==> src/hdl/tmr_pkg.sv <==
// package for the 16-bit interval timer: register map, fields, reset values
package tmr_pkg;
    localparam logic [15:0] TMR_OFS_CONTROL = 16'h8000;
    localparam logic [15:0] TMR_OFS_COUNT = 16'h8010;
    localparam logic [15:0] TMR_OFS_PERIOD = 16'h8020;
    localparam logic [1:0] TMR_ALIAS_WRITE = 2'h0;
    localparam logic [1:0] TMR_ALIAS_CLR = 2'h1;
    localparam logic [1:0] TMR_ALIAS_SET = 2'h2;
    localparam logic [1:0] TMR_ALIAS_INV = 2'h3;
    localparam int TMR_BIT_ON = 15;
    localparam int TMR_BIT_STOP_IN_IDLE = 13;
    localparam int TMR_BIT_WDIS = 12;
    localparam int TMR_BIT_WIP = 11;
    localparam int TMR_BIT_ECS = 8;
    localparam int TMR_BIT_GATE = 7;
    localparam int TMR_BIT_PS = 4;
    localparam int TMR_BIT_SYNC = 2;
    localparam int TMR_BIT_CS = 1;
    // writable control bits: 15,13,12,9,8,7,5,4,2,1
    localparam logic [15:0] TMR_CTRL_WMASK = 16'hB3B6;
    localparam logic [15:0] TMR_CTRL_RST = 16'h0000;
    localparam logic [15:0] TMR_COUNT_RST = 16'h0000;
    localparam logic [15:0] TMR_PERIOD_RST = 16'hFFFF;
    localparam logic [1:0] TMR_ECS_SECONDARY_OSC = 2'h0;
    localparam logic [1:0] TMR_ECS_PIN = 2'h1;
    localparam logic [1:0] TMR_ECS_LOW_POWER_RC_OSC = 2'h2;
    localparam logic [7:0] TMR_PS_DIV8 = 8'h07;
    localparam logic [7:0] TMR_PS_DIV64 = 8'h3F;
    localparam logic [7:0] TMR_PS_DIV256 = 8'hFF;
    // cycles a count write takes to land in the async domain
    localparam logic [1:0] TMR_ASYNC_WR_CYC = 2'h3;

    typedef struct packed {
        logic on;
        logic stop_in_idle;
        logic async_write_block;
        logic [1:0] ext_clock_select;
        logic gate_accumulate_en;
        logic [1:0] prescale_select;
        logic ext_clock_sync;
        logic clock_source_select;
    } tmr_ctrl_s;

    typedef struct packed {
        logic secondary_osc;
        logic timer_ext_input_pin;
        logic low_power_rc_osc;
    } tmr_ext_s;
endpackage

==> src/hdl/tmr_timer.sv <==
// 16-bit interval timer with clear/set/invert register aliases
//
// Decided for this implementation: the address-and-strobe port.
`timescale 1ns/1ps
// Operation
// - aliases +4/+8/+C clear, set, invert bits
// - unimplemented bits ignore writes, read zero
// - control bit 15 enables, reset off
// - stop-in-idle halts counting during idle
// - write-block ignores count writes while pending
// - pending flag set during async count write
// - pending flag reads zero when synchronous
// - selector picks oscillator, pin or rc
// - gate only active with internal clock
// - prescale 1, 8, 64 or 256
// - sync bit picks sync or async external mode; both are synchronized alike
// - bit 1 picks internal or external
// - four modes, free-running timer or counter
// - keeps counting in sleep from running source only in async external mode
module tmr_timer (
    input wire logic sys_clk,
    input wire logic resetn,
    input wire logic [15:0] addr,
    input wire logic [31:0] wdata,
    input wire logic wr,
    input wire logic rd,
    input wire logic idle_mode,
    input wire logic sleep_mode,
    input wire tmr_pkg::tmr_ext_s ext_clk_in,
    output logic [31:0] rdata,
    output logic period_match_irq
);
    tmr_pkg::tmr_ctrl_s ctrl_r;
    logic [15:0] count_r;
    logic [15:0] period_r;
    logic [31:0] rdata_r;
    logic irq_r;
    logic [1:0] wip_cnt_r;
    logic [15:0] wip_val_r;
    logic wip_r;
    logic [7:0] ps_r;
    logic ext_s1_r;
    logic ext_s2_r;
    logic ext_s3_r;
    logic gate_s1_r;
    logic gate_s2_r;
    logic gate_s3_r;
    logic ext_raw;
    logic ext_edge;
    logic src_tick;
    logic cnt_tick;
    logic run;
    logic async_mode;
    logic [15:0] ctrl_bits;
    logic [1:0] alias_sel;
    logic [15:0] reg_base;
    logic sel_ctrl;
    logic sel_count;
    logic sel_period;
    logic count_wr;
    logic count_wr_ok;
    logic [15:0] ctrl_nxt;
    logic [15:0] period_nxt;
    logic [15:0] count_wval;

    function automatic logic [15:0] apply_alias(input logic [1:0] sel,
                                                input logic [15:0] cur,
                                                input logic [15:0] val);
        case (sel)
            tmr_pkg::TMR_ALIAS_CLR: apply_alias = cur & ~val;
            tmr_pkg::TMR_ALIAS_SET: apply_alias = cur | val;
            tmr_pkg::TMR_ALIAS_INV: apply_alias = cur ^ val;
            default: apply_alias = val;
        endcase
    endfunction

    function automatic logic [7:0] ps_limit(input logic [1:0] code);
        case (code)
            2'h1: ps_limit = tmr_pkg::TMR_PS_DIV8;
            2'h2: ps_limit = tmr_pkg::TMR_PS_DIV64;
            2'h3: ps_limit = tmr_pkg::TMR_PS_DIV256;
            default: ps_limit = 8'h00;
        endcase
    endfunction

    assign ctrl_bits = {ctrl_r.on, 1'b0, ctrl_r.stop_in_idle, ctrl_r.async_write_block,
                        wip_r, 1'b0, ctrl_r.ext_clock_select, ctrl_r.gate_accumulate_en,
                        1'b0, ctrl_r.prescale_select, 1'b0, ctrl_r.ext_clock_sync,
                        ctrl_r.clock_source_select, 1'b0};

    // address decode: low nibble picks the alias, rest the register
    assign alias_sel = addr[3:2];
    assign reg_base = {addr[15:4], 4'h0};
    assign sel_ctrl = (reg_base == tmr_pkg::TMR_OFS_CONTROL) && (addr[1:0] == 2'h0);
    assign sel_count = (reg_base == tmr_pkg::TMR_OFS_COUNT) && (addr[1:0] == 2'h0);
    assign sel_period = (reg_base == tmr_pkg::TMR_OFS_PERIOD) && (addr[1:0] == 2'h0);

    assign async_mode = ctrl_r.clock_source_select && !ctrl_r.ext_clock_sync;
    assign count_wr = wr && sel_count;
    // with blocking set, writes during a pending transfer are dropped
    assign count_wr_ok = count_wr && !(wip_r && ctrl_r.async_write_block);
    assign count_wval = apply_alias(alias_sel, count_r, wdata[15:0]);
    // upper halfword and reserved positions never stored
    assign ctrl_nxt = apply_alias(alias_sel, ctrl_bits, wdata[15:0])
                      & tmr_pkg::TMR_CTRL_WMASK;
    assign period_nxt = apply_alias(alias_sel, period_r, wdata[15:0]);

    // external source select
    always_comb begin
        case (ctrl_r.ext_clock_select)
            tmr_pkg::TMR_ECS_SECONDARY_OSC: ext_raw = ext_clk_in.secondary_osc;
            tmr_pkg::TMR_ECS_PIN: ext_raw = ext_clk_in.timer_ext_input_pin;
            tmr_pkg::TMR_ECS_LOW_POWER_RC_OSC: ext_raw = ext_clk_in.low_power_rc_osc;
            default: ext_raw = 1'b0;
        endcase
    end

    // both async and sync external paths are edge-sampled here; the async path
    // differs in that it keeps running in sleep and needs the write handshake
    always_ff @(posedge sys_clk or negedge resetn) begin
        if (!resetn) begin
            ext_s1_r <= 1'b0;
            ext_s2_r <= 1'b0;
            ext_s3_r <= 1'b0;
            gate_s1_r <= 1'b0;
            gate_s2_r <= 1'b0;
            gate_s3_r <= 1'b0;
        end else begin
            ext_s1_r <= ext_raw;
            ext_s2_r <= ext_s1_r;
            ext_s3_r <= ext_s2_r;
            gate_s1_r <= ext_clk_in.timer_ext_input_pin;
            gate_s2_r <= gate_s1_r;
            gate_s3_r <= gate_s2_r;
        end
    end
    assign ext_edge = ext_s2_r && !ext_s3_r;

    // idle stops only when asked; sleep stops all but the async external mode
    assign run = ctrl_r.on
                 && !(idle_mode && ctrl_r.stop_in_idle)
                 && !(sleep_mode && !async_mode);

    always_comb begin
        if (ctrl_r.clock_source_select) begin
            src_tick = ext_edge;
        end else if (ctrl_r.gate_accumulate_en) begin
            src_tick = gate_s2_r;
        end else begin
            src_tick = 1'b1;
        end
    end

    always_ff @(posedge sys_clk or negedge resetn) begin
        if (!resetn) begin
            ps_r <= 8'h00;
        end else if (!run) begin
            ps_r <= 8'h00;
        end else if (src_tick) begin
            ps_r <= (ps_r >= ps_limit(ctrl_r.prescale_select)) ? 8'h00 : ps_r + 8'h01;
        end
    end
    assign cnt_tick = run && src_tick && (ps_r >= ps_limit(ctrl_r.prescale_select));

    always_ff @(posedge sys_clk or negedge resetn) begin
        if (!resetn) begin
            ctrl_r <= tmr_pkg::tmr_ctrl_s'(10'h000);
        end else if (wr && sel_ctrl) begin
            ctrl_r.on <= ctrl_nxt[tmr_pkg::TMR_BIT_ON];
            ctrl_r.stop_in_idle <= ctrl_nxt[tmr_pkg::TMR_BIT_STOP_IN_IDLE];
            ctrl_r.async_write_block <= ctrl_nxt[tmr_pkg::TMR_BIT_WDIS];
            ctrl_r.ext_clock_select <= ctrl_nxt[tmr_pkg::TMR_BIT_ECS +: 2];
            ctrl_r.gate_accumulate_en <= ctrl_nxt[tmr_pkg::TMR_BIT_GATE];
            ctrl_r.prescale_select <= ctrl_nxt[tmr_pkg::TMR_BIT_PS +: 2];
            ctrl_r.ext_clock_sync <= ctrl_nxt[tmr_pkg::TMR_BIT_SYNC];
            ctrl_r.clock_source_select <= ctrl_nxt[tmr_pkg::TMR_BIT_CS];
        end
    end

    always_ff @(posedge sys_clk or negedge resetn) begin
        if (!resetn) begin
            period_r <= tmr_pkg::TMR_PERIOD_RST;
        end else if (wr && sel_period) begin
            period_r <= period_nxt; // values 0 and 1 are left to software
        end
    end

    // async count writes are held and land after a fixed transfer delay
    always_ff @(posedge sys_clk or negedge resetn) begin
        if (!resetn) begin
            wip_r <= 1'b0;
            wip_cnt_r <= 2'h0;
            wip_val_r <= tmr_pkg::TMR_COUNT_RST;
        end else if (count_wr_ok && async_mode) begin
            wip_r <= 1'b1;
            wip_cnt_r <= tmr_pkg::TMR_ASYNC_WR_CYC;
            wip_val_r <= count_wval;
        end else if (!async_mode) begin
            wip_r <= 1'b0;
            wip_cnt_r <= 2'h0;
        end else if (wip_r) begin
            wip_cnt_r <= wip_cnt_r - 2'h1;
            wip_r <= (wip_cnt_r != 2'h1);
        end
    end

    always_ff @(posedge sys_clk or negedge resetn) begin
        if (!resetn) begin
            count_r <= tmr_pkg::TMR_COUNT_RST;
        end else if (count_wr_ok && !async_mode) begin
            count_r <= count_wval;
        end else if (wip_r && async_mode && wip_cnt_r == 2'h1) begin
            count_r <= wip_val_r;
        end else if (cnt_tick) begin
            count_r <= (count_r == period_r) ? 16'h0000 : count_r + 16'h0001;
        end
    end

    always_ff @(posedge sys_clk or negedge resetn) begin
        if (!resetn) begin
            irq_r <= 1'b0;
        end else begin
            irq_r <= (cnt_tick && count_r == period_r && !ctrl_r.gate_accumulate_en)
                     || (cnt_tick && count_r == period_r && ctrl_r.clock_source_select)
                     || (ctrl_r.on && !ctrl_r.clock_source_select
                         && ctrl_r.gate_accumulate_en && gate_s3_r && !gate_s2_r);
        end
    end
    assign period_match_irq = irq_r;

    always_ff @(posedge sys_clk or negedge resetn) begin
        if (!resetn) begin
            rdata_r <= 32'h00000000;
        end else if (rd && sel_ctrl) begin
            rdata_r <= {16'h0000, ctrl_bits};
        end else if (rd && sel_count) begin
            rdata_r <= {16'h0000, count_r};
        end else if (rd && sel_period) begin
            rdata_r <= {16'h0000, period_r};
        end else begin
            rdata_r <= 32'h00000000;
        end
    end
    assign rdata = rdata_r;

    AST_OFF_NO_COUNT: assert property (@(posedge sys_clk) disable iff (!resetn)
        !ctrl_r.on && !count_wr && !wip_r |=> $stable(count_r))
        else $error("count moved while timer off");
    AST_IDLE_HALT: assert property (@(posedge sys_clk) disable iff (!resetn)
        ctrl_r.stop_in_idle && idle_mode && !count_wr && !wip_r |=> $stable(count_r))
        else $error("count moved in idle with stop set");
    AST_WIP_SYNC_ZERO: assert property (@(posedge sys_clk) disable iff (!resetn)
        !async_mode |=> !wip_r)
        else $error("pending flag set in sync mode");
    // a rewrite in legacy mode restarts the transfer, so only the hold time is fixed here
    AST_WIP_SET: assert property (@(posedge sys_clk) disable iff (!resetn)
        count_wr_ok && async_mode |=> (wip_r || !async_mode) [*3])
        else $error("pending flag timing wrong");
    AST_WIP_LAND: assert property (@(posedge sys_clk) disable iff (!resetn)
        async_mode && wip_r && wip_cnt_r == 2'h1 && !count_wr_ok
        |=> !wip_r && count_r == $past(wip_val_r))
        else $error("pending count write did not land");
    AST_WRITE_BLOCK: assert property (@(posedge sys_clk) disable iff (!resetn)
        wip_r && ctrl_r.async_write_block && count_wr |=> $stable(wip_val_r))
        else $error("blocked count write accepted");
    AST_WRAP: assert property (@(posedge sys_clk) disable iff (!resetn)
        cnt_tick && count_r == period_r && !count_wr && !wip_r |=> count_r == 16'h0000)
        else $error("count did not wrap at period");
    AST_UPPER_ZERO: assert property (@(posedge sys_clk) disable iff (!resetn)
        1'b1 |-> rdata_r[31:16] == 16'h0000)
        else $error("upper halfword not zero");
    AST_PRESCALE: assert property (@(posedge sys_clk) disable iff (!resetn)
        cnt_tick && ctrl_r.prescale_select == 2'h1 && !ctrl_r.clock_source_select
        && !ctrl_r.gate_accumulate_en && ctrl_r.on && !idle_mode && !sleep_mode
        && !(wr && sel_ctrl) |=> !cnt_tick [*7])
        else $error("1:8 prescale ticked early");
    AST_PS_RESTART: assert property (@(posedge sys_clk) disable iff (!resetn)
        cnt_tick |=> ps_r == 8'h00)
        else $error("prescaler not restarted after tick");

    // alias arithmetic, checked on the count register in sync mode
    AST_ALIAS_CLR: assert property (@(posedge sys_clk) disable iff (!resetn)
        count_wr_ok && !async_mode && alias_sel == tmr_pkg::TMR_ALIAS_CLR
        |=> count_r == ($past(count_r) & ~$past(wdata[15:0])))
        else $error("clear alias wrong");
    AST_ALIAS_SET: assert property (@(posedge sys_clk) disable iff (!resetn)
        count_wr_ok && !async_mode && alias_sel == tmr_pkg::TMR_ALIAS_SET
        |=> count_r == ($past(count_r) | $past(wdata[15:0])))
        else $error("set alias wrong");
    AST_ALIAS_INV: assert property (@(posedge sys_clk) disable iff (!resetn)
        count_wr_ok && !async_mode && alias_sel == tmr_pkg::TMR_ALIAS_INV
        |=> count_r == ($past(count_r) ^ $past(wdata[15:0])))
        else $error("invert alias wrong");

    // reserved positions and unmapped reads
    AST_UNMAPPED_READ: assert property (@(posedge sys_clk) disable iff (!resetn)
        rd && !sel_ctrl && !sel_count && !sel_period |=> rdata_r == 32'h00000000)
        else $error("unmapped read not zero");
    AST_CTRL_RESERVED: assert property (@(posedge sys_clk) disable iff (!resetn)
        1'b1 |-> (ctrl_bits & ~(tmr_pkg::TMR_CTRL_WMASK | 16'h0800)) == 16'h0000)
        else $error("reserved control bit set");

    // count step, match pulse and running in idle without the stop bit
    AST_TICK_STEP: assert property (@(posedge sys_clk) disable iff (!resetn)
        cnt_tick && count_r != period_r && !count_wr && !wip_r
        |=> count_r == $past(count_r) + 16'h0001)
        else $error("count did not step on tick");
    AST_IRQ_PULSE: assert property (@(posedge sys_clk) disable iff (!resetn)
        period_match_irq && period_r > 16'h0001 |=> !period_match_irq)
        else $error("match pulse longer than one cycle");
    AST_IDLE_RUN: assert property (@(posedge sys_clk) disable iff (!resetn)
        ctrl_r.on && !ctrl_r.stop_in_idle && idle_mode && !sleep_mode |-> run)
        else $error("timer halted in idle without stop bit");

    // source selection
    AST_ECS_RESERVED: assert property (@(posedge sys_clk) disable iff (!resetn)
        ctrl_r.ext_clock_select == 2'h3 |-> ext_raw == 1'b0)
        else $error("reserved selector passed a clock");
    AST_EXT_SOURCE: assert property (@(posedge sys_clk) disable iff (!resetn)
        ctrl_r.clock_source_select |-> src_tick == ext_edge)
        else $error("gate affected external counting");
    AST_INTERNAL_TICK: assert property (@(posedge sys_clk) disable iff (!resetn)
        !ctrl_r.clock_source_select && !ctrl_r.gate_accumulate_en |-> src_tick)
        else $error("internal source not ticking");

    // gated accumulation
    AST_GATE_LOW: assert property (@(posedge sys_clk) disable iff (!resetn)
        ctrl_r.on && !ctrl_r.clock_source_select && ctrl_r.gate_accumulate_en
        && !gate_s2_r |-> !cnt_tick)
        else $error("count advanced with gate low");
    AST_GATE_FALL: assert property (@(posedge sys_clk) disable iff (!resetn)
        ctrl_r.on && !ctrl_r.clock_source_select && ctrl_r.gate_accumulate_en
        && gate_s3_r && !gate_s2_r |=> period_match_irq)
        else $error("no pulse on gate fall");

    // sleep: only the async external path keeps running
    AST_SLEEP_SYNC: assert property (@(posedge sys_clk) disable iff (!resetn)
        sleep_mode && !async_mode |-> !cnt_tick)
        else $error("sync timer counted in sleep");
    AST_SLEEP_ASYNC: assert property (@(posedge sys_clk) disable iff (!resetn)
        sleep_mode && async_mode && ctrl_r.on && !idle_mode |-> run)
        else $error("async timer halted in sleep");
endmodule

==> config.mk <==
export PLATFORM = sky130hd
export DESIGN_NAME = tmr_timer
export DESIGN_NICKNAME = d
export VERILOG_FILES = /design/src/hdl/tmr_pkg.sv /design/src/hdl/tmr_timer.sv
export SDC_FILE = /design/constraint.sdc
export NUM_CORES = 1
export LEC_CHECK = 0
export BUFFER_PORTS_ARGS = -buffer_cell sky130_fd_sc_hd__clkbuf_2
export CAP_MARGIN = 25
export CORE_MARGIN = 2
export CORE_UTILIZATION = 43
export DETAILED_ROUTE_END_ITERATION = 16
export GPL_ROUTABILITY_DRIVEN = 0
export PLACE_DENSITY_LB_ADDON = 0.3
export SETUP_SLACK_MARGIN = 0.02
export SLEW_MARGIN = 20
export SYNTH_ARGS = -nofsm -noshare
export SYNTH_HDL_FRONTEND = slang
export SYNTH_SLANG_ARGS = --single-unit
==> constraint.sdc <==
create_clock -name sys_clk -period 2.26 [get_ports sys_clk]
set_clock_uncertainty 0.05 [all_clocks]
set_input_delay 0 -clock sys_clk [delete_from_list [all_inputs] [get_ports sys_clk]]
set_output_delay 0 -clock sys_clk [all_outputs]
set_load 0.02 [all_outputs]
==> impl_table.tex, run 1 <==
\begin{tabular}{lr}
\hline
Metric & Value \\
\hline
\multicolumn{2}{l}{\textbf{Outcome}} \\
Outcome & finished, violations left \\
Failing checks & negative setup slack \\
\multicolumn{2}{l}{\textbf{Timing}} \\
Number of hold violations in the final report & 0 \\
Number of setup violations in the final report & 15 \\
Crit path time final & 2.37 ns \\
Maximum clock frequency & approximately 420 MHz \\
Final Cycle Share & 1.05 \\
Slew at the pin closest to its max-slew limit & around 0.5 ns \\
Setup slack after layout & -0.105 ns \\
Worst slew slack as a fraction of its limit & 0.663 \\
Setup\_tns & -0.788 ns \\
Max-slew violation count & 0 \\
Setup repair after global routing missed its margin & yes \\
\multicolumn{2}{l}{\textbf{Drt}} \\
Drt first pass iters & 5 \\
Detailed-route wire length per cell & 17.7 um \\
Count of routing violations after the opening detailed-route iteration & 335 \\
Routed via count & 5939 \\
Count of antenna-violating nets left after detailed routing & 0 \\
Detailed Route WL & 19.0 mm \\
Via-to-Cell Ratio & 5.52 \\
Post-route DRC violation count & 0 \\
\multicolumn{2}{l}{\textbf{Finish}} \\
Ant diodes & 0 \\
Share of post-route cells with drive strength above 1 & 0.289 \\
Area grow syn2layout & 21.3\% \\
Post-layout nets & 1001 \\
\multicolumn{2}{l}{\textbf{Synthesis}} \\
Largest area contributor in the synthesized netlist & sky130\_fd\_sc\_hd\_\_dfrtp\_1 \\
Netlist Area Pre-Place & between 0.007 and 0.008 mm2 \\
Flops \& latches, synth & 92 \\
Register area share after synthesis & 0.324 \\
Area fraction of the dominant cell type after synthesis & 0.265 \\
Distinct cell type count after synthesis & 64 \\
Count of yosys warnings during synthesis & 0 \\
Number of enable-type register cells in the synthesized netlist & 0 \\
Gate count after technology mapping & between 700 and 800 \\
Fraction of registers with async set or reset after synthesis & 1.00 \\
Ys flop type & sky130\_fd\_sc\_hd\_\_dfrtp\_1 \\
Largest cells by area after synthesis & sky130\_fd\_sc\_hd\_\_dfrtp\_1, sky130\_fd\_sc\_hd\_\_ha\_1, sky130\_fd\_sc\_hd\_\_mux2\_2 \\
Average cell area after synthesis & 9.44 um2 \\
\multicolumn{2}{l}{\textbf{Worst setup path}} \\
Type of element launching the critical path & flop \\
Critical Setup Path Class & reg -> reg \\
Sort of element at the end of the critical path & flop \\
Critical Path Max Stage Delay & 0.41 ns \\
Startpoint of the worst-slack reg-to-reg timing path & ctrl\_bits[5]\$\_DFFE\_PN0P\_ \\
WP data required & 2.45 ns \\
Setup slack, reg-to-reg & -0.11 ns \\
Worst reg-to-reg path cell count & 10 \\
Slowest stage cell, crit path & sky130\_fd\_sc\_hd\_\_dfrtp\_1 \\
Crit Path Max Fanout & 7 \\
Cell repeated most along the worst path & sky130\_fd\_sc\_hd\_\_buf\_4 \\
Endpoint of the lowest-slack register-to-register path & count\_r[11]\$\_DFFE\_PN0P\_ \\
Arrival time at the worst endpoint & about 2.6 ns \\
CP Cell Sequence & inv\_2 > ha\_1 > and4\_4 > buf\_4 > a221oi\_4 > o211ai\_1 > a21oi\_1 > buf\_4 > and3\_4 > a211oi\_2 \\
\multicolumn{2}{l}{\textbf{Power}} \\
Leakage & a little over 4 nW \\
Worst voltage drop across the vdd grid & roughly 0.00035 V \\
Power density over cell area & 433 mW/mm2 \\
Final total power & approximately 3.8 mW \\
\multicolumn{2}{l}{\textbf{Min path}} \\
Hold Path End & wip\_cnt\_r[0]\$\_DFFE\_PN0P\_ \\
Hold Path Class & in -> reg \\
Worst hold path stage count & 4 \\
Source of the worst hold timing path & addr[5] \\
\multicolumn{2}{l}{\textbf{GRT}} \\
Global-route wire length before repair & 30.9 mm \\
Number of global-route vias before repair & slightly below 6000 \\
Global route total overflow & 0 \\
Overall Global Routing Usage & 0.221 \\
Antenna violations before repair & 0 \\
Largest net degree at the start of global routing & 44 \\
\multicolumn{2}{l}{\textbf{CTS}} \\
Worst-Skew Late Latency & 0.37 ns \\
Bufs on Longest Clock Path & 2 \\
CTS Sinks & 92 \\
TritonCTS clock tree & yes \\
CTS H-tree lvls & 3 \\
Post-CTS clock slew at the launch and capture registers of the worst setup and hold paths & 0.07 ns \\
Buffer cell driving the clock tree root & sky130\_fd\_sc\_hd\_\_clkbuf\_16 \\
Number of buffers created by CTS & 9 \\
\multicolumn{2}{l}{\textbf{Floorplanning}} \\
Die Height & 133 um \\
Area enclosed by the die boundary & 0.0177 mm2 \\
Number of top-level pins & 90 \\
Core Footprint & 0.0165 mm2 \\
Die extent in x & 133 um \\
Starting Density & 0.435 \\
Rows & 47 \\
\multicolumn{2}{l}{\textbf{Run}} \\
Maximum capacitance violations & 0 \\
\multicolumn{2}{l}{\textbf{Placed design}} \\
Buffers added on ports & 57 \\
DP Wirelength & 13.7 mm \\
\hline
\end{tabular}
layout by cell type (no fill, tap or decap), drive strengths merged, types with 3 or more instances in the layout:
cell and count:
or2 3, o211ai 9, nor4 3, mux2i 13, and2 4, a22oi 5, conb 16, nand2b 5
dfstp 16, nand4 10, and3 6, nor2b 6, a21oi 52, mux4 6, a2111oi 3, o21ai 37
nor2 35, inv 68, a211oi 63, mux2 44, xnor2 23, a221oi 3, nand2 40, nor3 8
a31oi 4, ha 93, nand3 16, dfrtp 76, clkbuf 64, dlygate4sd3 5, a21o 6, buf 71
a32o 6, nor3b 4
routing by layer:
layer  share of wire  global-route usage  vias to the layer above
met5               0                   0                        -
met4           0.018              0.0751                        0
met3           0.041              0.0244                       16
met2            0.48               0.358                      136
met1            0.46               0.311                     2908
li1                -                   -                     2879
area by class of cell:
type	instances	area, um2
clock buffers	9	225
clock inverters	7	97.6
fillers	1500	7770
inverters	66	248
multi-input cells	551	4580
flip-flops and latches	92	2320
well taps	220	275
repair buffers	131	948
logic make-up (layout without fill, tap and decap cells):
group           Yosys count  count (layout)  synth area share
buf+inv                 131             213            0.0803
simple gates            150             150             0.107
mux                      63              63             0.106
fa+ha+maj                93              93             0.162
compound gates          204             204             0.189
other cells               1              16          0.000523
xor+xnor                 25              25            0.0306
flops                    92              92             0.324
worst max-delay path: cells and delay by family (launching register included):
kind	cells	cell delay (ns)
and+or+nand+nor	2	0.40
DFF	1	0.41
AOI/OAI and AO/OA	4	0.63
buffers and inverters	3	0.43
adders and majority gates	1	0.31
sequential cells by signal, summed over array words and instances (netlist names):
name / cells
count_r: 16
ctrl_bits: 10
ext_s1_r: 1
ext_s2_r: 1
ext_s3_r: 1
gate_s1_r: 1
gate_s2_r: 1
gate_s3_r: 1
period_match_irq: 1
period_r: 16
ps_r: 8
rdata: 16
wip_cnt_r: 2
wip_r: 1
wip_val_r: 16
power breakdown:
part           total [mW]  switching [mW]  internal [mW]
logic               0.419           0.253          0.166
clock network        1.70           0.720          0.976
registers            1.65         0.00236           1.65
total                3.77           0.975           2.79
Yosys cell counts (all sizes together), types with 3 or more instances:
cell     number
a22oi         5
dfstp        16
ha           93
nand2b        5
nand4        10
a2111oi       3
nor2b         6
a32o          6
a21oi        52
o21ai        37
nor3b         4
nand3        16
nor2         35
o211ai        9
a211oi       63
and2          4
nand2        40
inv          66
or2           3
a31oi         4
a221oi        3
mux2i        13
mux4          6
nor4          3
nor3          8
and3          6
mux2         44
xnor2        23
a21o          6
buf          39
dfrtp        76
clkbuf       26
worst max-delay path by stage:
stage,slack (ns),depth (start not counted),endpoint,startpoint
floorplan,0.03,9,count_r[12]$_DFFE_PN0P_,ctrl_bits[5]$_DFFE_PN0P_
global placement,-0.03,9,count_r[2]$_DFFE_PN0P_,ctrl_bits[5]$_DFFE_PN0P_
detailed placement,-0.10,10,count_r[13]$_DFFE_PN0P_,ctrl_bits[5]$_DFFE_PN0P_
CTS,-0.02,8,count_r[14]$_DFFE_PN0P_,ctrl_bits[5]$_DFFE_PN0P_
global route,-0.19,10,count_r[11]$_DFFE_PN0P_,ctrl_bits[5]$_DFFE_PN0P_
finish,-0.11,10,count_r[11]$_DFFE_PN0P_,ctrl_bits[5]$_DFFE_PN0P_
timing repair:
item	4_1_cts	5_1_grt
hold buffers	5	0
resized for setup	28	26
endpoints found under the setup margin	20	22
pin swaps	14	16
setup buffers	4	4
hold endpoints to repair	88	0
metrics by stage:
| step | hold WS, ns | worst slack, ns | instance area [um2] | utilization | instances |
|---|---|---|---|---|---|
| after floorplan | -0.346 | 0.0315 | 7220 | - | 774 |
| after global placement | -0.0975 | -0.0332 | 8000 | 0.486 | 1048 |
| after detailed placement | -0.0957 | -0.105 | 8000 | 0.486 | 1048 |
| after CTS | 0.00218 | -0.0205 | 8530 | 0.518 | 1073 |
| after global routing | 0.0575 | -0.189 | 8690 | 0.528 | 1076 |
| final | 0.0159 | -0.105 | 8690 | 0.528 | 1076 |
(Power assumes the default switching activity.)
==> inputs of run 2 (changes only) <==
--- a/config.mk
+++ b/config.mk
@@ -7,8 +7,9 @@
 export LEC_CHECK = 0
 export BUFFER_PORTS_ARGS = -buffer_cell sky130_fd_sc_hd__clkbuf_2
 export CAP_MARGIN = 25
+export CORE_ASPECT_RATIO = 1.4
 export CORE_MARGIN = 2
-export CORE_UTILIZATION = 43
+export CORE_UTILIZATION = 50
 export DETAILED_ROUTE_END_ITERATION = 16
 export GPL_ROUTABILITY_DRIVEN = 0
 export PLACE_DENSITY_LB_ADDON = 0.3
==> run 2 against run 1 <==
Net effect:
- the run still ends with negative setup slack left
- count of clock-buffer cells in the layout rose by 3
- hold slack improved by 0.015 ns
- final area fell by 2.2%
- global-route usage rose by 4.4 points
- core utilization rose by 8.0 points
- non-clock buffer count fell by 9
- wire length rose by 5.2%
- sequential share of layout area rose by 0.65 points
- maximum frequency rose by 2.4%
- combinational power barely moved
- via count rose by 3.3%
- largest cell class unchanged
- largest power group is now sequential cells
==> impl_table.tex, run 2 (synthesis results as in run 1) <==
\begin{tabular}{lr}
\hline
Metric & Value \\
\hline
\multicolumn{2}{l}{\textbf{Outcome}} \\
Outcome & finished, violations left \\
Failing checks & negative setup slack \\
\multicolumn{2}{l}{\textbf{Timing}} \\
Setup\_tns & -0.278 ns (+0.510 ns) \\
Maximum clock frequency & 433 MHz (+2.4\%) \\
Number of setup violations in the final report & 10 (-5) \\
Number of hold violations in the final report & 0 (unchanged) \\
Worst hold margin & 0.0307 ns (+0.0148 ns) \\
Max-slew violation count & 0 (unchanged) \\
Slew at the pin closest to its max-slew limit & 0.560 ns (+0.0537 ns) \\
Setup repair after global routing missed its margin & yes \\
Worst slew slack as a fraction of its limit & 0.623 (-0.0392) \\
Final Cycle Share & 1.02 (-0.0245) \\
Setup slack after layout & -0.0497 ns (+0.0554 ns) \\
Crit path time final & 2.31 ns (-0.0554 ns) \\
\multicolumn{2}{l}{\textbf{Floorplanning}} \\
Core Footprint & 0.0140 mm2 (-15\%) \\
Starting Density & 0.513 (+0.0776) \\
Rows & 51 (+8.5\%) \\
Number of top-level pins & 90 (unchanged) \\
Die extent in x & 105 um (-21\%) \\
Area enclosed by the die boundary & 0.0153 mm2 (-14\%) \\
Die Height & 146 um (+9.4\%) \\
\multicolumn{2}{l}{\textbf{Drt}} \\
Post-route DRC violation count & 0 (unchanged) \\
Count of antenna-violating nets left after detailed routing & 0 (unchanged) \\
Routed via count & 6136 (+3.3\%) \\
Detailed Route WL & 20.0 mm (+5.2\%) \\
Drt first pass iters & 5 (unchanged) \\
Count of routing violations after the opening detailed-route iteration & 284 (-15\%) \\
Via-to-Cell Ratio & 5.95 (+7.7\%) \\
Detailed-route wire length per cell & 19.4 um (+9.7\%) \\
\multicolumn{2}{l}{\textbf{Worst setup path}} \\
WP data required & 2.43 ns (-0.02 ns) \\
Arrival time at the worst endpoint & 2.48 ns (-0.08 ns) \\
Crit Path Max Fanout & 7 (unchanged) \\
Sort of element at the end of the critical path & flop \\
Critical Setup Path Class & reg -> reg \\
Type of element launching the critical path & flop \\
\multicolumn{2}{l}{\textbf{GRT}} \\
Largest net degree at the start of global routing & 54 (+23\%) \\
Overall Global Routing Usage & 0.265 (+0.0436) \\
Number of global-route vias before repair & 6350 (+9.4\%) \\
Global-route wire length before repair & 32.3 mm (+4.8\%) \\
Global route total overflow & 0 (unchanged) \\
Antenna violations before repair & 0 (unchanged) \\
\multicolumn{2}{l}{\textbf{Placed design}} \\
\# placed instances & 1002 (-4.4\%) \\
Worst setup slack before clock tree synthesis & -0.303 ns (-0.199 ns) \\
DP Wirelength & 14.6 mm (+6.3\%) \\
Post-placement cell area & 0.00785 mm2 (-1.9\%) \\
Buffers added on ports & 57 (unchanged) \\
\multicolumn{2}{l}{\textbf{CTS}} \\
CTS Sinks & 92 (unchanged) \\
Bufs on Longest Clock Path & 2 (unchanged) \\
Post-CTS clock slew at the launch and capture registers of the worst setup and hold paths & 0.07 ns (about the same) \\
Worst-Skew Late Latency & 0.35 ns (-0.02 ns) \\
Number of buffers created by CTS & 9 (unchanged) \\
TritonCTS clock tree & yes \\
CTS H-tree lvls & 3 (unchanged) \\
Buffer cell driving the clock tree root & sky130\_fd\_sc\_hd\_\_clkbuf\_16 \\
\multicolumn{2}{l}{\textbf{Finish}} \\
Share of post-route cells with drive strength above 1 & 0.281 (-0.00756) \\
Most frequent standard cell in the layout excluding fill and tap cells & sky130\_fd\_sc\_hd\_\_ha\_1 \\
Area grow syn2layout & 18.6\% \\
Fill cell instance count of the final layout & 1160 (-23\%) \\
Leading cell types in the layout, fill and taps excluded & sky130\_fd\_sc\_hd\_\_ha\_1, sky130\_fd\_sc\_hd\_\_dfrtp\_1, sky130\_fd\_sc\_hd\_\_inv\_1 \\
Post-layout nets & 992 (-0.90\%) \\
Count of non-filler cells in the finished layout & 1032 (-4.1\%) \\
Final std cell area, no fill & 0.00850 mm2 (-2.2\%) \\
Final core utilization & 0.608 (+0.0804) \\
Ant diodes & 0 (unchanged) \\
\multicolumn{2}{l}{\textbf{Power}} \\
Leakage & 4.04 nW (-2.2\%) \\
Worst voltage drop across the vdd grid & 0.000381 V (+9.6\%) \\
Final total power & 3.62 mW (-3.9\%) \\
Power density over cell area & 426 mW/mm2 (-1.7\%) \\
\multicolumn{2}{l}{\textbf{Min path}} \\
Hold Path Class & in -> reg \\
\multicolumn{2}{l}{\textbf{Run}} \\
Maximum capacitance violations & 0 (unchanged) \\
\hline
\end{tabular}
==> run 2: cell count changes in the layout (fill, tap and decap cells not counted), sizes merged <==
cell	previous run	this run
buf	71	62
clkbuf	64	67
clkinv	1	3
clkinvlp	2	0
inv	68	66
bufinv	2	1
==> run 2: area by class of cell <==
cell class	instances	area (um2)	area share
timing repair buffer	122	840	0.0988
clock inverter	4	48.8	0.00574
inverter	66	250	0.0294
clock buffer	12	246	0.0290
tap	185	231	0.0272
multi-input combinational	551	4560	0.536
sequential	92	2330	0.274
==> run 2: report_power, final <==
group          switching (mW)  total (mW)  internal, mW
clock network           0.656        1.54         0.887
logic                   0.257       0.422         0.165
registers             0.00292        1.65          1.65
total                   0.916        3.62          2.70
==> run 2: worst max-delay path, stage by stage, from the launching register on <==
cell and delay, ns:
sky130_fd_sc_hd__dfrtp_2 0.46, sky130_fd_sc_hd__nand2_4 0.09, sky130_fd_sc_hd__ha_4 0.28, sky130_fd_sc_hd__and4_4 0.23, sky130_fd_sc_hd__o211ai_1 0.12, sky130_fd_sc_hd__o211ai_1 0.29, sky130_fd_sc_hd__a21oi_1 0.12, sky130_fd_sc_hd__buf_4 0.19
sky130_fd_sc_hd__a2111oi_4 0.29, sky130_fd_sc_hd__a221oi_2 0.06
==> run 2: worst paths after layout <==
path	startpoint	end	slack, ns	depth (start not counted)
setup / recovery	ctrl_bits[5]$_DFFE_PN0P_	count_r[3]$_DFFE_PN0P_	-0.05	9
hold / removal	addr[5]	wip_r$_DFF_PN0_	0.03	4
setup reg to reg	ctrl_bits[5]$_DFFE_PN0P_	count_r[3]$_DFFE_PN0P_	-0.05	9
hold reg to reg	gate_s1_r$_DFF_PN0_	gate_s2_r$_DFF_PN0_	0.31	0
max in group asynchronous	resetn	period_r[11]$_DFFE_PN1P_	1.34	3
min in group asynchronous	resetn	rdata[15]$_DFF_PN0_	0.07	2
==> run 2: repair_timing <==
| item | CTS | global route |
|---|---|---|
| pin swaps | 15 | 12 |
| endpoints found under the hold margin | 86 | 0 |
| setup endpoints to repair | 24 | 21 |
| buffers inserted | 3 | 6 |
| hold buffers | 5 | 0 |
| resized for setup | 23 | 27 |
==> run 2: per-layer routing <==
metal  vias to the layer above  track usage  share of wire
li1                       2867            -              -
met2                       178        0.469           0.52
met4                         0        0.132          0.044
met3                        48       0.0345          0.035
met5                         -            0              0
met1                      3043        0.312           0.40
==> inputs of run 3 (changes only) <==
--- a/config.mk
+++ b/config.mk
@@ -5,7 +5,8 @@
 export SDC_FILE = /design/constraint.sdc
 export NUM_CORES = 1
 export LEC_CHECK = 0
-export BUFFER_PORTS_ARGS = -buffer_cell sky130_fd_sc_hd__clkbuf_2
+export ABC_AREA = 1
+export BUFFER_PORTS_ARGS = -buffer_cell sky130_fd_sc_hd__buf_2
 export CAP_MARGIN = 25
 export CORE_ASPECT_RATIO = 1.4
 export CORE_MARGIN = 2
@@ -13,7 +14,6 @@
 export DETAILED_ROUTE_END_ITERATION = 16
 export GPL_ROUTABILITY_DRIVEN = 0
 export PLACE_DENSITY_LB_ADDON = 0.3
-export SETUP_SLACK_MARGIN = 0.02
 export SLEW_MARGIN = 20
 export SYNTH_ARGS = -nofsm -noshare
 export SYNTH_HDL_FRONTEND = slang
==> run 3 against run 2 <==
Net effect:
- the flow now finishes without violations
- worst setup slack improved by 0.26 ns
- synthesized cell count rose by 26%
- register-to-register slack improved by 0.26 ns
- flip-flop and latch count did not move
- area after synthesis rose by 1.4%
- clock power fell by 5%
- core utilization fell by 3.3 points
- global-route usage fell by 0.45 points
- final area fell by 3.2%
- count of clock-buffer cells in the layout rose by 3
- critical path depth rose by 4
==> impl_table.tex, run 3 <==
\begin{tabular}{lr}
\hline
Metric & Value \\
\hline
\multicolumn{2}{l}{\textbf{Synthesis}} \\
Netlist Area Pre-Place & 0.00727 mm2 (+1.4\%) \\
Register area share after synthesis & 0.319 (-0.00457) \\
Fraction of registers with async set or reset after synthesis & 1.00 (unchanged) \\
Average cell area after synthesis & 7.57 um2 (-20\%) \\
Post-synthesis share of cell area spent on full adders, half adders and majority gates & 0.160 (-0.00229) \\
Largest area contributor in the synthesized netlist & sky130\_fd\_sc\_hd\_\_dfrtp\_1 \\
Gate count after technology mapping & 960 (+26\%) \\
Dominant cell by count in the synthesized netlist & sky130\_fd\_sc\_hd\_\_nand2\_1 \\
Flops \& latches, synth & 92 (unchanged) \\
Area fraction in compound gates after synthesis & 0.121 (-0.0674) \\
Area fraction of the dominant cell type after synthesis & 0.262 (-0.00375) \\
Xor-xnor portion of the synthesized cell area & 0.0157 (-0.0149) \\
Most instantiated cells after synthesis & sky130\_fd\_sc\_hd\_\_nand2\_1, sky130\_fd\_sc\_hd\_\_inv\_1, sky130\_fd\_sc\_hd\_\_ha\_1 \\
Largest cells by area after synthesis & sky130\_fd\_sc\_hd\_\_dfrtp\_1, sky130\_fd\_sc\_hd\_\_ha\_1, sky130\_fd\_sc\_hd\_\_nand2\_1 \\
Combinational family with the most area after synthesis & simple AND/OR/NAND/NOR gates \\
Post-Synth Simple-Gate Area & 0.251 (+0.143) \\
Ys flop type & sky130\_fd\_sc\_hd\_\_dfrtp\_1 \\
Count of yosys warnings during synthesis & 0 (unchanged) \\
Multiplexer share of the synthesized area & 0.0358 (-0.0703) \\
Distinct cell type count after synthesis & 42 (-34\%) \\
Number of enable-type register cells in the synthesized netlist & 0 (unchanged) \\
\multicolumn{2}{l}{\textbf{Worst setup path}} \\
Critical Path Start & ctrl\_bits[5]\$\_DFFE\_PN0P\_ \\
Timing endpoint of the critical path & count\_r[9]\$\_DFFE\_PN0P\_ \\
Setup slack, reg-to-reg & 0.21 ns (+0.26 ns) \\
Arrival time at the worst endpoint & 2.24 ns (-0.24 ns) \\
Critical Setup Path Class & reg -> reg \\
Sort of element at the end of the critical path & flop \\
Worst reg-to-reg path cell count & 13 (+4) \\
WP data required & 2.45 ns (+0.02 ns) \\
Type of element launching the critical path & flop \\
Startpoint of the worst-slack reg-to-reg timing path & ctrl\_bits[5]\$\_DFFE\_PN0P\_ \\
Endpoint of the lowest-slack register-to-register path & count\_r[9]\$\_DFFE\_PN0P\_ \\
Crit Path Max Fanout & 9 (+2) \\
\multicolumn{2}{l}{\textbf{CTS}} \\
CTS H-tree lvls & 3 (unchanged) \\
TritonCTS clock tree & yes \\
Buffers inserted by post-CTS timing repair & 0 (-3) \\
Buffer cell driving the clock tree root & sky130\_fd\_sc\_hd\_\_clkbuf\_16 \\
Worst-Skew Late Latency & 0.35 ns (about the same) \\
Post-CTS clock slew at the launch and capture registers of the worst setup and hold paths & 0.07 ns (about the same) \\
Bufs on Longest Clock Path & 2 (unchanged) \\
Number of buffers created by CTS & 9 (unchanged) \\
CTS Sinks & 92 (unchanged) \\
\multicolumn{2}{l}{\textbf{Timing}} \\
Setup\_tns & 0 ns (+0.278 ns) \\
Worst slew slack as a fraction of its limit & 0.518 (-0.105) \\
Final Cycle Share & 0.908 (-0.114) \\
Number of hold violations in the final report & 0 (unchanged) \\
Crit path time final & 2.05 ns (-0.257 ns) \\
Setup repair after global routing missed its margin & no \\
Slew at the pin closest to its max-slew limit & 0.723 ns (+0.163 ns) \\
Maximum clock frequency & 487 MHz (+13\%) \\
Max-slew violation count & 0 (unchanged) \\
Number of setup violations in the final report & 0 (-10) \\
\multicolumn{2}{l}{\textbf{Finish}} \\
Share of post-route cells with drive strength above 1 & 0.136 (-0.145) \\
Area taken by flip-flops and latches & 0.00232 mm2 (about the same) \\
Ant diodes & 0 (unchanged) \\
Area grow syn2layout & 13.2\% \\
Final std cell area, no fill & 0.00823 mm2 (-3.2\%) \\
Count of non-filler cells in the finished layout & 1227 (+19\%) \\
Fill cell instance count of the final layout & 1346 (+16\%) \\
Post-layout nets & 1183 (+19\%) \\
Most frequent standard cell in the layout excluding fill and tap cells & sky130\_fd\_sc\_hd\_\_nand2\_1 \\
Total area of multi-input combinational cells & 0.00431 mm2 (-5.5\%) \\
Leading cell types in the layout, fill and taps excluded & sky130\_fd\_sc\_hd\_\_nand2\_1, sky130\_fd\_sc\_hd\_\_inv\_1, sky130\_fd\_sc\_hd\_\_ha\_1 \\
\multicolumn{2}{l}{\textbf{GRT}} \\
Antenna violations before repair & 0 (unchanged) \\
Global-route wire length before repair & 32.2 mm (-0.40\%) \\
Number of global-route vias before repair & 6363 (+0.20\%) \\
Overall Global Routing Usage & 0.261 (-0.00446) \\
Global route total overflow & 0 (unchanged) \\
Largest net degree at the start of global routing & 55 (+1.9\%) \\
\multicolumn{2}{l}{\textbf{Floorplanning}} \\
Area enclosed by the die boundary & 0.0155 mm2 (+1.4\%) \\
Starting Density & 0.508 (-0.00498) \\
Number of top-level pins & 90 (unchanged) \\
Rows & 52 (+2.0\%) \\
Core Footprint & 0.0143 mm2 (+2.4\%) \\
Die Height & 147 um (+0.69\%) \\
Die extent in x & 106 um (+0.68\%) \\
\multicolumn{2}{l}{\textbf{Power}} \\
Power density over cell area & 428 mW/mm2 (+0.40\%) \\
Worst voltage drop across the vdd grid & 0.000265 V (-31\%) \\
Leakage & 4.51 nW (+12\%) \\
\multicolumn{2}{l}{\textbf{Drt}} \\
Count of antenna-violating nets left after detailed routing & 0 (unchanged) \\
Met3 wire length & 947 um (+34\%) \\
Post-route DRC violation count & 0 (unchanged) \\
Wl on met1 & 8.19 mm (+2.7\%) \\
Drt first pass iters & 5 (unchanged) \\
Routed via count & 6631 (+8.1\%) \\
Count of routing violations after the opening detailed-route iteration & 490 (+73\%) \\
Detailed-route wire length per cell & 15.8 um (-19\%) \\
Highest layer used for signal routing & met4 \\
Detailed Route WL & 19.3 mm (-3.4\%) \\
Via-to-Cell Ratio & 5.40 (-9.1\%) \\
Length of routed met2 wiring & 9.54 mm (-8.7\%) \\
\multicolumn{2}{l}{\textbf{Placed design}} \\
Post-placement cell area & 0.00783 mm2 (-0.27\%) \\
Buffers added on ports & 57 (unchanged) \\
\# placed instances & 1200 (+20\%) \\
DP Wirelength & 13.9 mm (-5.0\%) \\
\multicolumn{2}{l}{\textbf{Outcome}} \\
Outcome & finished, final reports clean \\
\multicolumn{2}{l}{\textbf{Run}} \\
Maximum capacitance violations & 0 (unchanged) \\
\multicolumn{2}{l}{\textbf{Min path}} \\
Hold Path Class & in -> reg \\
Worst hold path stage count & 6 (+2) \\
\hline
\end{tabular}
## run 3: logic make-up (layout without fill, tap and decap cells)
| family | Yosys count | count (layout) |
|---|---|---|
| buffers and inverters | 155 | 218 |
| XOR/XNOR | 13 | 13 |
| flip-flops | 92 | 92 |
| AO/OA/AOI/OAI | 147 | 147 |
| multiplexers | 26 | 26 |
| AND/OR/NAND/NOR | 433 | 433 |
| other | 1 | 16 |
| adder cells (fa/ha/maj) | 93 | 93 |
## run 3: how the worst min path moves through the flow
stage                          start                        to  slack, ns
after floorplan               resetn    count_r[0]$_DFFE_PN0P_      -0.35
after global placement        resetn  ctrl_bits[8]$_DFFE_PN0P_       0.04
after detailed placement      resetn  ctrl_bits[8]$_DFFE_PN0P_       0.05
after CTS                 sleep_mode       ps_r[0]$_DFFE_PN0P_       0.02
after global routing      sleep_mode       ps_r[1]$_DFFE_PN0P_       0.07
final                     sleep_mode       ps_r[0]$_DFFE_PN0P_       0.02
## run 3: final cells by class
| type | instances | area share |
|---|---|---|
| repair buffers | 101 | 0.0845 |
| inverters | 101 | 0.0465 |
| clock buffers | 15 | 0.0337 |
| clock inverters | 1 | 0.000608 |
| flip-flops and latches | 92 | 0.282 |
| multi-input cells | 728 | 0.523 |
| well taps | 189 | 0.0287 |
## run 3: where the power goes
part / total [mW] / leakage [nW] / internal (mW) / switching [mW]
Clock: 1.47 / 0.140 / 0.837 / 0.634
Combinational: 0.395 / 3.20 / 0.134 / 0.261
Sequential: 1.65 / 1.17 / 1.65 / 0.00223
Total: 3.52 / 4.51 / 2.62 / 0.897
## run 3: stage by stage
step | worst slack [ns] | total power [mW] | hold slack [ns] | utilization
finish | 0.207 | 3.52 | 0.0180 | 0.575
global route | 0.00654 | 3.67 | 0.0651 | 0.575
CTS | 0.0789 | 3.54 | 0.0195 | 0.574
detailed placement | 0.0777 | 2.06 | 0.0519 | 0.547
global placement | 0.152 | 2.05 | 0.0449 | 0.547
floorplan | 0.334 | 1.92 | -0.346 | -
## run 3: repair_timing
| action | in CTS | in global routing |
|---|---|---|
| hold buffers | 11 | 0 |
| hold endpoints to repair | 57 | 0 |
| resized for setup | 0 | 5 |
| endpoints found under the setup margin | 0 | 16 |
## run 3: metal layers
| metal | vias up | global-route usage |
|---|---|---|
| met5 | - | 0 |
| met4 | 0 | 0.106 |
| met3 | 44 | 0.0326 |
| met2 | 216 | 0.445 |
| met1 | 3094 | 0.333 |
| li1 | 3277 | - |
## run 3: worst max-delay path, stage by stage (launching register included)
cell and delay, ns:
sky130_fd_sc_hd__dfrtp_2 0.43, sky130_fd_sc_hd__nor2_2 0.13, sky130_fd_sc_hd__ha_1 0.25, sky130_fd_sc_hd__a21oi_1 0.16
sky130_fd_sc_hd__nand2_1 0.06, sky130_fd_sc_hd__nand3_1 0.06, sky130_fd_sc_hd__nand2_1 0.05, sky130_fd_sc_hd__nand2_1 0.07
sky130_fd_sc_hd__nand2_1 0.10, sky130_fd_sc_hd__nand2_4 0.12, sky130_fd_sc_hd__nand3_4 0.12, sky130_fd_sc_hd__buf_4 0.21
sky130_fd_sc_hd__nand3_1 0.09, sky130_fd_sc_hd__nand2_1 0.05
